===== src/cpu_interval_timer_cfg.svh =====
// register offsets, field positions, reset values for the interval timer
// assumes a byte-addressed register port with 8-bit address, registers 4 apart
`ifndef CPU_INTERVAL_TIMER_CFG_SVH
`define CPU_INTERVAL_TIMER_CFG_SVH

`define TMR_ADDR_W            8
`define TMR_OFS_COUNT         8'h00
`define TMR_OFS_PERIOD        8'h04
`define TMR_OFS_PRESCALE      8'h08
`define TMR_OFS_CONTROL       8'h0C
`define TMR_OFS_IRQ_STATUS    8'h10
`define TMR_OFS_IRQ_MASK      8'h14

// control register fields
`define TMR_CTL_OVF_BIT       0
`define TMR_CTL_RELOAD_BIT    1
`define TMR_CTL_SRC_LSB       4
`define TMR_CTL_SRC_MSB       5
`define TMR_CTL_STOP_BIT      8

// interrupt status fields
`define TMR_IRQ_ZERO_BIT      0

`define TMR_PERIOD_RST        32'hFFFF_FFFF
`define TMR_PRESCALE_RST      16'h0000
`define TMR_CLKSRC_RST        2'h0

`endif


===== src/cpu_interval_timer_pkg.sv =====
// types shared by the interval timer files
// assumes cpu_interval_timer_cfg.svh is compiled alongside
package cpu_interval_timer_pkg;

  typedef enum logic [1:0] {
    src_system_clock_source     = 2'b00,
    src_internal_oscillator_one = 2'b01,
    src_internal_oscillator_two = 2'b10,
    src_crystal_clock_source    = 2'b11
  } clk_src_t;

  typedef struct packed {
    logic [7:0]  addr;
    logic [31:0] wdata;
    logic        wr;
    logic        rd;
  } reg_req_t;

endpackage


===== src/cpu_interval_timer.sv =====
// 32-bit down-counting interval timer with prescaler, reload and interrupt
// assumes the register port master never waits; oscillator levels synchronous to clk
`include "cpu_interval_timer_cfg.svh"
`timescale 1ns/100ps
`default_nettype none

module cpu_interval_timer (
  // clock and reset
  input  wire logic        clk,
  input  wire logic        rst_n,
  // register port
  input  wire logic [7:0]  addr,
  input  wire logic [31:0] wdata,
  input  wire logic        wr,
  input  wire logic        rd,
  output logic [31:0]      rdata,
  // tick sources
  input  wire logic        internal_oscillator_one,
  input  wire logic        internal_oscillator_two,
  input  wire logic        crystal_clock_source,
  // events
  output logic             timer_irq_pulse,
  output logic             irq
);

  ////////////////////////////////////////////////////////////////////////////////
  // reset release
  // asserts at once, lets go two edges after rst_n rises

  logic rst_meta_q;
  logic rst_sync_n;

  always_ff @(posedge clk or negedge rst_n) begin
    if (!rst_n) begin
      rst_meta_q <= 1'b0;
      rst_sync_n <= 1'b0;
    end else begin
      rst_meta_q <= 1'b1;
      rst_sync_n <= rst_meta_q;
    end
  end

  ////////////////////////////////////////////////////////////////////////////////
  // state

  cpu_interval_timer_pkg::reg_req_t req;
  cpu_interval_timer_pkg::clk_src_t src_q;

  logic [31:0] timer_count_value_q;
  logic [31:0] timer_period_value_q;
  logic [15:0] timer_prescale_period_q;
  logic [15:0] timer_prescale_count_q;
  logic        overflow_q;
  logic        stop_q;
  logic        irq_status_q;
  logic        irq_mask_q;
  logic        irq_pulse_q;
  logic [31:0] rdata_q;
  logic        tick;
  logic        dec_tick;
  logic        reload;
  logic        at_zero;

  assign req = '{addr: addr, wdata: wdata, wr: wr, rd: rd};

  function automatic logic hit_wr(input cpu_interval_timer_pkg::reg_req_t r,
                                  input logic [7:0] ofs);
    hit_wr = r.wr && (r.addr == ofs);
  endfunction

  ////////////////////////////////////////////////////////////////////////////////
  // tick source and prescaler

  tick_select u_tick_select (
    .clk       (clk),
    .rst_n     (rst_sync_n),
    .sel       (src_q),
    .src_level ({crystal_clock_source, internal_oscillator_two,
                 internal_oscillator_one, 1'b1}),
    .tick      (tick)
  );

  // timer_reload_control write bit
  assign reload = hit_wr(req, `TMR_OFS_CONTROL) && req.wdata[`TMR_CTL_RELOAD_BIT];

  always_ff @(posedge clk or negedge rst_sync_n) begin
    if (!rst_sync_n) begin
      timer_prescale_count_q <= `TMR_PRESCALE_RST;
    end else if (reload) begin
      timer_prescale_count_q <= timer_prescale_period_q;
    end else if (tick && !stop_q) begin
      if (timer_prescale_count_q == 16'h0000) begin
        timer_prescale_count_q <= timer_prescale_period_q;
      end else begin
        timer_prescale_count_q <= timer_prescale_count_q - 16'h0001;
      end
    end
  end

  // main counter steps once per prescale+1 ticks
  assign dec_tick = tick && !stop_q && (timer_prescale_count_q == 16'h0000);
  assign at_zero  = dec_tick && (timer_count_value_q == 32'h0000_0000);

  ////////////////////////////////////////////////////////////////////////////////
  // main counter

  always_ff @(posedge clk or negedge rst_sync_n) begin
    if (!rst_sync_n) begin
      timer_count_value_q <= `TMR_PERIOD_RST;
    end else if (reload) begin
      timer_count_value_q <= timer_period_value_q;
    end else if (at_zero) begin
      timer_count_value_q <= timer_period_value_q;
    end else if (dec_tick) begin
      timer_count_value_q <= timer_count_value_q - 32'h0000_0001;
    end
  end

  ////////////////////////////////////////////////////////////////////////////////
  // interrupt pulse

  always_ff @(posedge clk or negedge rst_sync_n) begin
    if (!rst_sync_n) begin
      irq_pulse_q <= 1'b0;
    end else begin
      irq_pulse_q <= at_zero;
    end
  end

  assign timer_irq_pulse = irq_pulse_q;

  ////////////////////////////////////////////////////////////////////////////////
  // configuration registers

  always_ff @(posedge clk or negedge rst_sync_n) begin
    if (!rst_sync_n) begin
      timer_period_value_q    <= `TMR_PERIOD_RST;
      timer_prescale_period_q <= `TMR_PRESCALE_RST;
      src_q                   <= cpu_interval_timer_pkg::clk_src_t'(`TMR_CLKSRC_RST);
      stop_q                  <= 1'b0;
      irq_mask_q              <= 1'b0;
    end else begin
      if (hit_wr(req, `TMR_OFS_PERIOD)) begin
        timer_period_value_q <= req.wdata;
      end
      if (hit_wr(req, `TMR_OFS_PRESCALE)) begin
        timer_prescale_period_q <= req.wdata[15:0];
      end
      if (hit_wr(req, `TMR_OFS_CONTROL)) begin
        src_q  <= cpu_interval_timer_pkg::clk_src_t'(
                    req.wdata[`TMR_CTL_SRC_MSB:`TMR_CTL_SRC_LSB]);
        stop_q <= req.wdata[`TMR_CTL_STOP_BIT];
      end
      if (hit_wr(req, `TMR_OFS_IRQ_MASK)) begin
        irq_mask_q <= req.wdata[`TMR_IRQ_ZERO_BIT];
      end
    end
  end

  ////////////////////////////////////////////////////////////////////////////////
  // sticky flags: set wins over write-one-to-clear

  always_ff @(posedge clk or negedge rst_sync_n) begin
    if (!rst_sync_n) begin
      overflow_q <= 1'b0;
    end else if (at_zero) begin
      overflow_q <= 1'b1;
    end else if (hit_wr(req, `TMR_OFS_CONTROL) && req.wdata[`TMR_CTL_OVF_BIT]) begin
      overflow_q <= 1'b0;
    end
  end

  always_ff @(posedge clk or negedge rst_sync_n) begin
    if (!rst_sync_n) begin
      irq_status_q <= 1'b0;
    end else if (at_zero) begin
      irq_status_q <= 1'b1;
    end else if (hit_wr(req, `TMR_OFS_IRQ_STATUS) && req.wdata[`TMR_IRQ_ZERO_BIT]) begin
      irq_status_q <= 1'b0;
    end
  end

  ////////////////////////////////////////////////////////////////////////////////
  // interrupt line

  assign irq = irq_status_q & irq_mask_q;

  ////////////////////////////////////////////////////////////////////////////////
  // read port
  // read data stand for one cycle after rd, zero otherwise

  always_ff @(posedge clk or negedge rst_sync_n) begin
    if (!rst_sync_n) begin
      rdata_q <= 32'h0000_0000;
    end else if (req.rd) begin
      unique case (req.addr)
        `TMR_OFS_COUNT:      rdata_q <= timer_count_value_q;
        `TMR_OFS_PERIOD:     rdata_q <= timer_period_value_q;
        `TMR_OFS_PRESCALE:   rdata_q <= {timer_prescale_count_q, timer_prescale_period_q};
        `TMR_OFS_CONTROL:    rdata_q <= {23'h0, stop_q, 2'h0, src_q,
                                         2'h0, 1'b0, overflow_q};
        `TMR_OFS_IRQ_STATUS: rdata_q <= {31'h0, irq_status_q};
        `TMR_OFS_IRQ_MASK:   rdata_q <= {31'h0, irq_mask_q};
        default:             rdata_q <= 32'h0000_0000;
      endcase
    end else begin
      rdata_q <= 32'h0000_0000;
    end
  end

  assign rdata = rdata_q;

endmodule

`default_nettype wire


===== src/tick_select.sv =====
// tick source selector: picks one of four tick inputs; one-cycle pulse per rising edge, held high for the system clock source
// assumes tick inputs are synchronous levels or strobes on clk
`timescale 1ns/100ps
`default_nettype none

module tick_select (
  // clock and reset
  input  wire logic                            clk,
  input  wire logic                            rst_n,
  // selection
  input  wire cpu_interval_timer_pkg::clk_src_t sel,
  input  wire logic [3:0]                      src_level,
  // tick out
  output logic                                 tick
);

  logic prev_q;
  logic cur;

  always_comb begin
    unique case (sel)
      cpu_interval_timer_pkg::src_system_clock_source:     cur = src_level[0];
      cpu_interval_timer_pkg::src_internal_oscillator_one: cur = src_level[1];
      cpu_interval_timer_pkg::src_internal_oscillator_two: cur = src_level[2];
      cpu_interval_timer_pkg::src_crystal_clock_source:    cur = src_level[3];
    endcase
  end

  always_ff @(posedge clk or negedge rst_n) begin
    if (!rst_n) begin
      prev_q <= 1'b0;
    end else begin
      prev_q <= cur;
    end
  end

  // system clock source ticks every cycle; others tick on rising edge
  assign tick = (sel == cpu_interval_timer_pkg::src_system_clock_source) ? 1'b1
              : (cur & ~prev_q);

endmodule

`default_nettype wire

===== config.mk =====
export PLATFORM = sky130hd
export DESIGN_NAME = cpu_interval_timer
export DESIGN_NICKNAME = d
export VERILOG_FILES = /design/src/cpu_interval_timer_pkg.sv /design/src/cpu_interval_timer.sv /design/src/tick_select.sv
export VERILOG_INCLUDE_DIRS = /design/src
export SDC_FILE = /design/constraint.sdc
export NUM_CORES = 1
export LEC_CHECK = 0
export BUFFER_PORTS_ARGS = -buffer_cell sky130_fd_sc_hd__buf_2
export CAP_MARGIN = 20
export CORE_MARGIN = 2
export CORE_UTILIZATION = 58
export DETAILED_ROUTE_END_ITERATION = 7
export PLACE_DENSITY_LB_ADDON = 0.3
export SYNTH_ARGS = -nofsm -noshare
export SYNTH_HDL_FRONTEND = slang
export SYNTH_SLANG_ARGS = --single-unit

===== constraint.sdc =====
create_clock -name clk -period 4.75 [get_ports clk]
set_clock_uncertainty 0.1 [all_clocks]
set_input_delay 0.2375 -clock clk [delete_from_list [all_inputs] [get_ports clk]]
set_output_delay 0.2375 -clock clk [all_outputs]
set_load 0.02 [all_outputs]

==> results of run 1 <==
## logic make-up after synthesis
family | after synthesis | synth area share
and+or+nand+nor | 218 | 0.1621
adders and majority gates | 3 | 0.005602
AOI/OAI and AO/OA | 158 | 0.1746
buffers and inverters | 44 | 0.02539
xor gates and xnor gates | 11 | 0.01438
DFF | 138 | 0.5273
other | 1 | 0.0005596
muxes | 54 | 0.09018
## synthesized netlist by cell type (3+ instances only)
cell type,number
a211o_1,5
a211oi_1,3
a21o_1,7
a21oi_1,24
a221o_1,6
a222oi_1,31
a22oi_1,7
a31oi_1,7
and2_1,5
and3_1,3
buf_1,3
buf_2,4
clkbuf_1,32
dfrtp_1,74
dfstp_2,64
ha_1,3
inv_1,5
mux2_2,51
mux2i_1,3
nand2_1,53
nand2b_1,5
nand3_1,14
nand3b_1,4
nor2_1,61
nor3_1,22
nor3b_1,4
nor4_1,13
nor4b_1,3
o211ai_1,4
o21a_1,3
o21ai_0,31
o311a_1,4
o311ai_0,4
o41ai_1,5
or2_2,4
or3_1,10
or4_1,7
xnor2_1,7
xor2_1,4
## power by group
group / internal [mW] / total (mW) / leakage, nW / switching [mW]
logic: 0.126 / 0.255 / 1.60 / 0.129
clock network: 0.830 / 1.34 / 0.290 / 0.509
registers: 1.26 / 1.38 / 1.64 / 0.117
total: 2.21 / 2.97 / 3.53 / 0.755
## worst paths after layout
kind | start | to | slack (ps) | cells past startpoint
min reg2reg | rst_sync_n | rdata[11] | 120 | 0
max | timer_count_value_q[29] | timer_count_value_q[3] | 1090 | 6
min | internal_oscillator_one | u_tick_select.prev_q | 10 | 3
min in group asynchronous | rst_n | rst_meta_q | 20 | 2
max reg2reg | timer_count_value_q[29] | timer_count_value_q[3] | 1090 | 6
max in group asynchronous | rst_sync_n | rdata[26] | 3320 | 1
## stage by stage
step	hold WS [ps]	instance area (µm²)	util	total power [mW]	setup WS [ps]
floorplan	-158.1	6701	-	1.508	632.3
global placement	-78.00	7278	0.6401	1.609	1213
detailed placement	-75.18	7278	0.6401	1.621	1113
CTS	7.211	8218	0.7228	2.969	1095
global route	35.30	8218	0.7228	3.067	1004
finish	11.37	8218	0.7228	2.969	1093
## tightest hold or removal path: stages
cell and delay, ps:
buf_2 90, nor3b_1 40, a31oi_1 140
## cell usage in the layout, fill, tap and decap left out, types with 13 or more instances in the layout
cell type / n
nand3_1: 14
nor3_1: 22
a21oi_1: 24
dfstp_2: 64
nor2_1: 59
nand2_1: 53
dfrtp_1: 73
nor4_1: 13
buf_2: 80
a222oi_1: 31
dlygate4sd3_1: 34
buf_4: 18
o21ai_0: 31
clkbuf_16: 17
mux2_2: 51
## layer usage
| metal | share of wire | up-vias | global-route usage |
|---|---|---|---|
| met4 | 0.030 | 0 | 0.1564 |
| met5 | 0 | - | 0 |
| met2 | 0.49 | 321 | 0.5350 |
| li1 | - | 2621 | - |
| met3 | 0.086 | 52 | 0.07948 |
| met1 | 0.39 | 2904 | 0.4223 |
## cell type report
| class | count | area share |
|---|---|---|
| Tap cell | 143 | 0.02177 |
| Clock inverter | 9 | 0.01355 |
| Timing Repair Buffer | 132 | 0.1066 |
| Sequential cell | 138 | 0.4304 |
| Multi-Input combinational cell | 445 | 0.3660 |
| Inverter | 5 | 0.002284 |
| Clock buffer | 23 | 0.05938 |
## sequential cells by signal, summed over array words and instances, names as in the netlist, 2 cells and up
register	flops
timer_period_value_q	32
timer_prescale_count_q	16
timer_prescale_period_q	16
src_q	2
rdata	32
timer_count_value_q	32
==> impl_metrics.toml, run 1 <==
[logic_synthesis]
netlist_instances = 627
ys_ff_latch = 138
async_reset_ff_frac = 1.000
yosys.area.top_type = "dfrtp_1"
synthDistinctLibCells = 59
synth_edf_count = 0
postSynthAreaPerCell_um2 = 10.69
synthTopCellsByArea = "dfrtp_1, dfstp_2, mux2_2, a222oi_1, nor2_1"
ys.warnings.count = 0
synthFlopType = "dfrtp_1"
yosys.area.top_type_share = 0.2763
seq_area_frac_synth = 0.5273
mappedNetlistArea_mm2 = 0.006701
synthesis.nets = 677

[drt]
firstDrtPassIters = 8
routed_wl_um = 19730
drc = 2
vias = 5898
drt-initial-drc-count = 709
vias_per_cell = 6.590
ant_nets = 0
wl_per_cell_um = 22.04

[clock_network]
cts-resized-gates = 0
clkLatencyLatePin_ps = 440
postCtsHoldBufs = 34
cts_setup_buffers = 0
clk_pin_slew_ps = 60
cts_tree = "built"
h-tree-depth = 4
cts_made_buffers = 17
cts_num_sinks = 138
cts_buffer_depth = 2
cts_root_buf = "clkbuf_16"

[global_routing]
antenna_found_initial = 1
grt_pass1_wl_um = 31740
gr-total-overflow = 0
grt_pass1_vias = 6041
grt_max_degree = 68
grt_usage = 0.3302

[floorplan]
ios = 81
die_x_um = 111.5
core_mm2 = 0.01137
die_area_mm2 = 0.01243
start_util = 0.5894
row_count = 39
dieHeight_um = 111.5

[finish]
multi_input_area_mm2 = 0.003008
nFillCells = 809
drive_above_1_share = 0.3418
seq_area_mm2 = 0.003537
finish.net_count = 789
diodes = 0
stdcell_count = 895
syn_to_final_growth_pct = 22.63

[timing]
hold_viol_final = 0
finalCriticalPeriod_ps = 3657
rsz0062_at_grt = "false"
finalSetupViolations = 0
slew_viol_final = 0
setup_tns_ps = 0
finalCritPeriodShare = 0.7699
worstMarginPinSlew_ps = 1014
relSlewSlack = 0.3239
max_freq_ghz = 0.2734

[run_status]
status = "finished, violations left"
failed_checks = "DRC"

[placed_design]
placed_cells = 829
dpl.hpwl_um = 13030
io_buffers = 80
gp_congestion = 0.9356

[pwr]
total_leakage_power_nw = 3.534
ir_drop_mv = 0.3402
powerDensity_mw_per_mm2 = 361.3

[critical_path]
cp_slowest_stage_delay_ps = 890
crit_family = "simple AND/OR/NAND/NOR gates"
crit_chain = "or4_1 > or4_1 > or3_1 > o21ai_2 > nor3_1 > a211oi_1"
setup.worst_path.class = "reg2reg"
path_buf_inv = 0
cp.required_ps = 5000
worstPathArrival_ps = 3910
crit_top_cell = "or4_1"
crit_fanout = 19
end_kind = "flip-flop"
slowest_stage = "o21ai_2"
start_kind = "flip-flop"

[run]
cap_viol_max_count = 0

[worst_hold_path]
holdCritPathClass = "in2reg"
(Power assumes the default switching activity.)
==> inputs of run 2 (changes only) <==
--- a/config.mk
+++ b/config.mk
@@ -9,7 +9,7 @@
 export BUFFER_PORTS_ARGS = -buffer_cell sky130_fd_sc_hd__buf_2
 export CAP_MARGIN = 20
 export CORE_MARGIN = 2
-export CORE_UTILIZATION = 58
+export CORE_UTILIZATION = 53
 export DETAILED_ROUTE_END_ITERATION = 7
 export PLACE_DENSITY_LB_ADDON = 0.3
 export SYNTH_ARGS = -nofsm -noshare
==> constraint.sdc (replaced) <==
create_clock -name clk -period 3.1 [get_ports clk]
set_clock_uncertainty 0.1 [all_clocks]
set_input_delay 0.155 -clock clk [delete_from_list [all_inputs] [get_ports clk]]
set_output_delay 0.155 -clock clk [all_outputs]
set_load 0.02 [all_outputs]
==> run 2 against run 1 <==
Net effect: the run now ends clean; final area grew 4.5%; sequential share of layout area decreased by 1.8 points; cell count grew 6.6%; fmax rose by 21%; highest routed layer unchanged.
==> impl_metrics.toml, run 2 (same netlist as run 1, synthesis figures left out) <==
[run_status]
status = "complete, no violations"

[worst_hold_path]
worstHoldStart = "addr[6]"
hold_end = "irq_status_q"
holdCritPathClass = "in2reg"
min_path_cells = 4

[timing]
worstMarginPinSlew_ps = 828.6
finalSetupViolations = 0
setup_tns_ps = 0
slew_viol_final = 0
whs_ps = 49.99
hold_viol_final = 0
rsz0062_at_grt = "false"
finalCritPeriodShare = 0.9741
relSlewSlack = 0.4476
max_freq_ghz = 0.3312
finalCriticalPeriod_ps = 3020

[global_routing]
grt_busiest_layer = "met2"
gr-total-overflow = 0
grt_usage = 0.3109
grt_max_degree = 64
grt.met1_usage = 0.4084
met2_usage = 0.4833
grt_pass1_wl_um = 31550
antenna_found_initial = 0
use_met3 = 0.07940
grt_pass1_vias = 5918

[critical_path]
start_kind = "flip-flop"
crit_fanout = 6
worstPathArrival_ps = 3270
end_kind = "flip-flop"
setup.worst_path.class = "reg2reg"
regToRegStartpoint = "timer_count_value_q[11]"
ff2ff_path_depth = 6
timing.rr.end = "timer_count_value_q[27]"
cp.required_ps = 3350
rrSetupSlack_ps = 80

[clock_network]
clkLatencyLatePin_ps = 430
cts_buffer_depth = 2
clk_pin_slew_ps = 60
cts_tree = "built"
cts_num_sinks = 138
cts_made_buffers = 17
h-tree-depth = 4
cts_root_buf = "clkbuf_16"

[floorplan]
row_count = 41
dieHeight_um = 116.4
die_area_mm2 = 0.01356
ios = 81
die_x_um = 116.4
core_mm2 = 0.01247
start_util = 0.5376

[drt]
drt-initial-drc-count = 704
ant_nets = 0
firstDrtPassIters = 6
vias = 5931
drc = 0
wl_per_cell_um = 20.95
vias_per_cell = 6.217
routed_wl_um = 19990

[placed_design]
dpl.hpwl_um = 13880
gp_congestion = 0.9698
io_buffers = 80

[pwr]
ir_drop_mv = 0.5880
total_leakage_power_nw = 3.720
powerDensity_mw_per_mm2 = 573.6

[finish]
multi_input_area_mm2 = 0.003012
drive_above_1_share = 0.3670
finish.net_count = 819
nFillCells = 974
seq_area_mm2 = 0.003537
syn_to_final_growth_pct = 28.10
diodes = 0
final_common_cell = "buf_2"
layout_common_cells = "buf_2, dfrtp_1, dfstp_2, nor2_1, nand2_1"

[run]
cap_viol_max_count = 0
## run 2: cell types whose count changed in the layout (fill, tap and decap cells not counted), moves of 2 or more
cell           change
dlygate4sd3_1      +3
bufinv_16          +4
clkbuf_8           -3
clkbuf_1           -2
buf_4             +26
## run 2: per-stage QoR
step / total power, mW / cells / setup slack (ps) / utilization / area (µm²)
floorplan: 2.311 / 627 / 210.0 / - / 6703
global placement: 2.561 / 885 / 124.5 / 0.6036 / 7525
detailed placement: 2.570 / 885 / 95.98 / 0.6036 / 7525
CTS: 4.937 / 954 / 94.06 / 0.6879 / 8576
global route: 5.085 / 954 / 20.27 / 0.6886 / 8584
finish: 4.924 / 954 / 80.41 / 0.6886 / 8584
## run 2: worst max-delay path by stage
| stage | depth (start not counted) | start | slack (ps) | end |
|---|---|---|---|---|
| after floorplan | 6 | timer_count_value_q[11] | 210 | timer_count_value_q[27] |
| after global placement | 6 | timer_count_value_q[11] | 120 | timer_count_value_q[27] |
| after detailed placement | 6 | timer_count_value_q[11] | 100 | timer_count_value_q[27] |
| after CTS | 6 | timer_count_value_q[11] | 90 | timer_count_value_q[27] |
| after global routing | 6 | timer_count_value_q[11] | 20 | timer_count_value_q[27] |
| final | 6 | timer_count_value_q[11] | 80 | timer_count_value_q[27] |
## run 2: routing by layer
layer,part of all wire,up-vias
met1,0.41,2935
met5,0,-
met2,0.47,281
li1,-,2666
met3,0.078,49
met4,0.038,0
## run 2: area by class of cell
type | count | share of cell area
clock buffers | 18 | 0.05116
clock inverters | 14 | 0.02813
inverters | 5 | 0.002186
multi-input cells | 445 | 0.3508
flip-flops and latches | 138 | 0.4120
well taps | 172 | 0.02507
repair buffers | 162 | 0.1306
## run 2: power by group
group	internal [mW]	total (mW)	leakage [nW]	switching (mW)
Combinational	0.238	0.502	1.75	0.264
Sequential	1.93	2.09	1.64	0.159
Clock	1.54	2.34	0.331	0.800
## run 2: critical path, stage by stage (launching register included)
cell     delay [ps]
dfstp_2         390
or4_4           570
or4_4           560
or3_4           440
or3_4           350
o311a_1         290
a221o_1         260
## run 2: timing repair
item	4_1_cts	5_1_grt
hold buffers	37	0
gates resized for setup	0	2
hold endpoints to repair	56	0
setup buffers	0	0
setup endpoints to repair	0	1
==> inputs of run 3 (changes only) <==
--- a/config.mk
+++ b/config.mk
@@ -12,6 +12,7 @@
 export CORE_UTILIZATION = 53
 export DETAILED_ROUTE_END_ITERATION = 7
 export PLACE_DENSITY_LB_ADDON = 0.3
+export RECOVER_POWER = 50
 export SYNTH_ARGS = -nofsm -noshare
 export SYNTH_HDL_FRONTEND = slang
 export SYNTH_SLANG_ARGS = --single-unit
==> run 3 against run 2 <==
Net effect: the run now ends with DRC left; wire length increased by 0.17%; non-clock buffer count is the same; sequential share of layout area grew 0.28 points; clock power hardly changed; global-route usage is the same; critical endpoint unchanged.
==> impl_metrics.toml, run 3 (same netlist as run 1, synthesis figures left out) <==
[run_status]
status = "finished, violations left"
failed_checks = "DRC"

[placed_design]
placed_cells = 885
io_buffers = 80
post-place-ws_ps = 95.98
dpl.hpwl_um = 13880
gp_congestion = 0.9698
place_area_mm2 = 0.007525

[timing]
whs_ps = 47.56
worstMarginPinSlew_ps = 1376
max_freq_ghz = 0.3307
finalWorstSetupSlack_ps = 76.47
rsz0062_at_grt = "false"
slew_viol_final = 0
finalCritPeriodShare = 0.9753
hold_viol_final = 0
finalSetupViolations = 0
finalCriticalPeriod_ps = 3024
setup_tns_ps = 0
relSlewSlack = 0.08243

[finish]
diodes = 0
stdcell_area_mm2 = 0.008521
stdcell_count = 954
finish.net_count = 819
layout_common_cells = "dfrtp_1, dfstp_2, nor2_1, nand2_1, mux2_2"
finalCoreUtilization = 0.6835
final_common_cell = "dfrtp_1"
syn_to_final_growth_pct = 27.15
drive_above_1_share = 0.3223

[critical_path]
worstPathArrival_ps = 3280
setup.worst_path.class = "reg2reg"
start_kind = "flip-flop"
crit_fanout = 6
timing.rr.end = "timer_count_value_q[27]"
rrSetupSlack_ps = 80
end_kind = "flip-flop"
ff2ff_path_depth = 6
regToRegStartpoint = "timer_count_value_q[11]"
cp.required_ps = 3350

[clock_network]
h-tree-depth = 4
cts_tree = "built"
clkLatencyLatePin_ps = 430
cts_buffer_depth = 2
cts_num_sinks = 138
cts_made_buffers = 17
cts_root_buf = "clkbuf_16"
clk_pin_slew_ps = 60

[pwr]
p_sw_mw = 1.225
p_int_mw = 3.698
netSwitchingFraction = 0.2489
fin_total_pwr_mw = 4.924
seq_power_share = 0.424
combinationalPowerShare = 0.101
total_leakage_power_nw = 3.561
power_frac_clock = 0.475
powerDensity_mw_per_mm2 = 577.8
ir_drop_mv = 0.5869

[worst_hold_path]
hold_end = "irq_status_q"
min_path_cells = 4
worstHoldStart = "addr[6]"
holdCritPathClass = "in2reg"

[drt]
wl_per_cell_um = 20.98
ant_nets = 0
wl_met2_um = 9345
wl_met1_um = 8236
vias_per_cell = 6.241
routed-wl-met3_um = 1624
routed_wl_um = 20020
highest_layer = "met4"
drt-initial-drc-count = 772
firstDrtPassIters = 8
drc = 2
vias = 5954

[global_routing]
grt_usage = 0.3109
grt_max_degree = 64
gr-total-overflow = 0
grt_pass1_vias = 5918
grt_pass1_wl_um = 31550
antenna_found_initial = 0

[floorplan]
start_util = 0.5376
die_area_mm2 = 0.01356
ios = 81
dieHeight_um = 116.4
row_count = 41
core_mm2 = 0.01247
die_x_um = 116.4

[run]
cap_viol_max_count = 0
==> run 3: changes by cell type in the layout (fill, tap and decap cells not counted), sizes merged <==
cell / change
buf: -37
clkbuf: +37
==> run 3: metal layers <==
| layer | GRT usage | vias to the layer above |
|---|---|---|
| met1 | 0.4084 | 2946 |
| met3 | 0.07940 | 53 |
| met2 | 0.4833 | 289 |
| li1 | - | 2666 |
| met5 | 0 | - |
| met4 | 0.1508 | 0 |
==> run 3: what timing repair did <==
| action | in CTS | in global routing |
|---|---|---|
| resized for setup | 0 | 2 |
| endpoints found under the hold margin | 56 | 0 |
| setup endpoints to repair | 0 | 1 |
| hold buffers | 37 | 0 |
| setup buffers | 0 | 0 |
==> run 3: power groups by stage <==
| stage | sequential (mW) | combinational, mW | clock [mW] |
|---|---|---|---|
| final | 2.09 | 0.499 | 2.34 |
| after global routing | 2.10 | 0.543 | 2.44 |
| after CTS | 2.08 | 0.496 | 2.36 |
| after detailed placement | 2.11 | 0.458 | 0 |
| after global placement | 2.11 | 0.451 | 0 |
| after floorplan | 2.05 | 0.257 | 0 |
==> run 3: worst max path at each step <==
stage / from / end
after floorplan: timer_count_value_q[11] / timer_count_value_q[27]
after global placement: timer_count_value_q[11] / timer_count_value_q[27]
after detailed placement: timer_count_value_q[11] / timer_count_value_q[27]
after CTS: timer_count_value_q[11] / timer_count_value_q[27]
after global routing: timer_count_value_q[11] / timer_count_value_q[27]
final: timer_count_value_q[11] / timer_count_value_q[27]
==> run 3: worst max-delay path, stage by stage (launching register included) <==
cell and delay [ps]:
dfstp_2 390, or4_4 570, or4_4 560, or3_4 440
or3_4 350, o311a_1 290, a221o_1 260
==> run 3: layout make-up <==
type,instances,area (µm²)
fillers,994,3945
inverters,5,18.77
clock buffers,18,439.2
repair buffers,162,1060
multi-input cells,445,3012
well taps,172,215.2
flip-flops and latches,138,3535
clock inverters,14,241.5
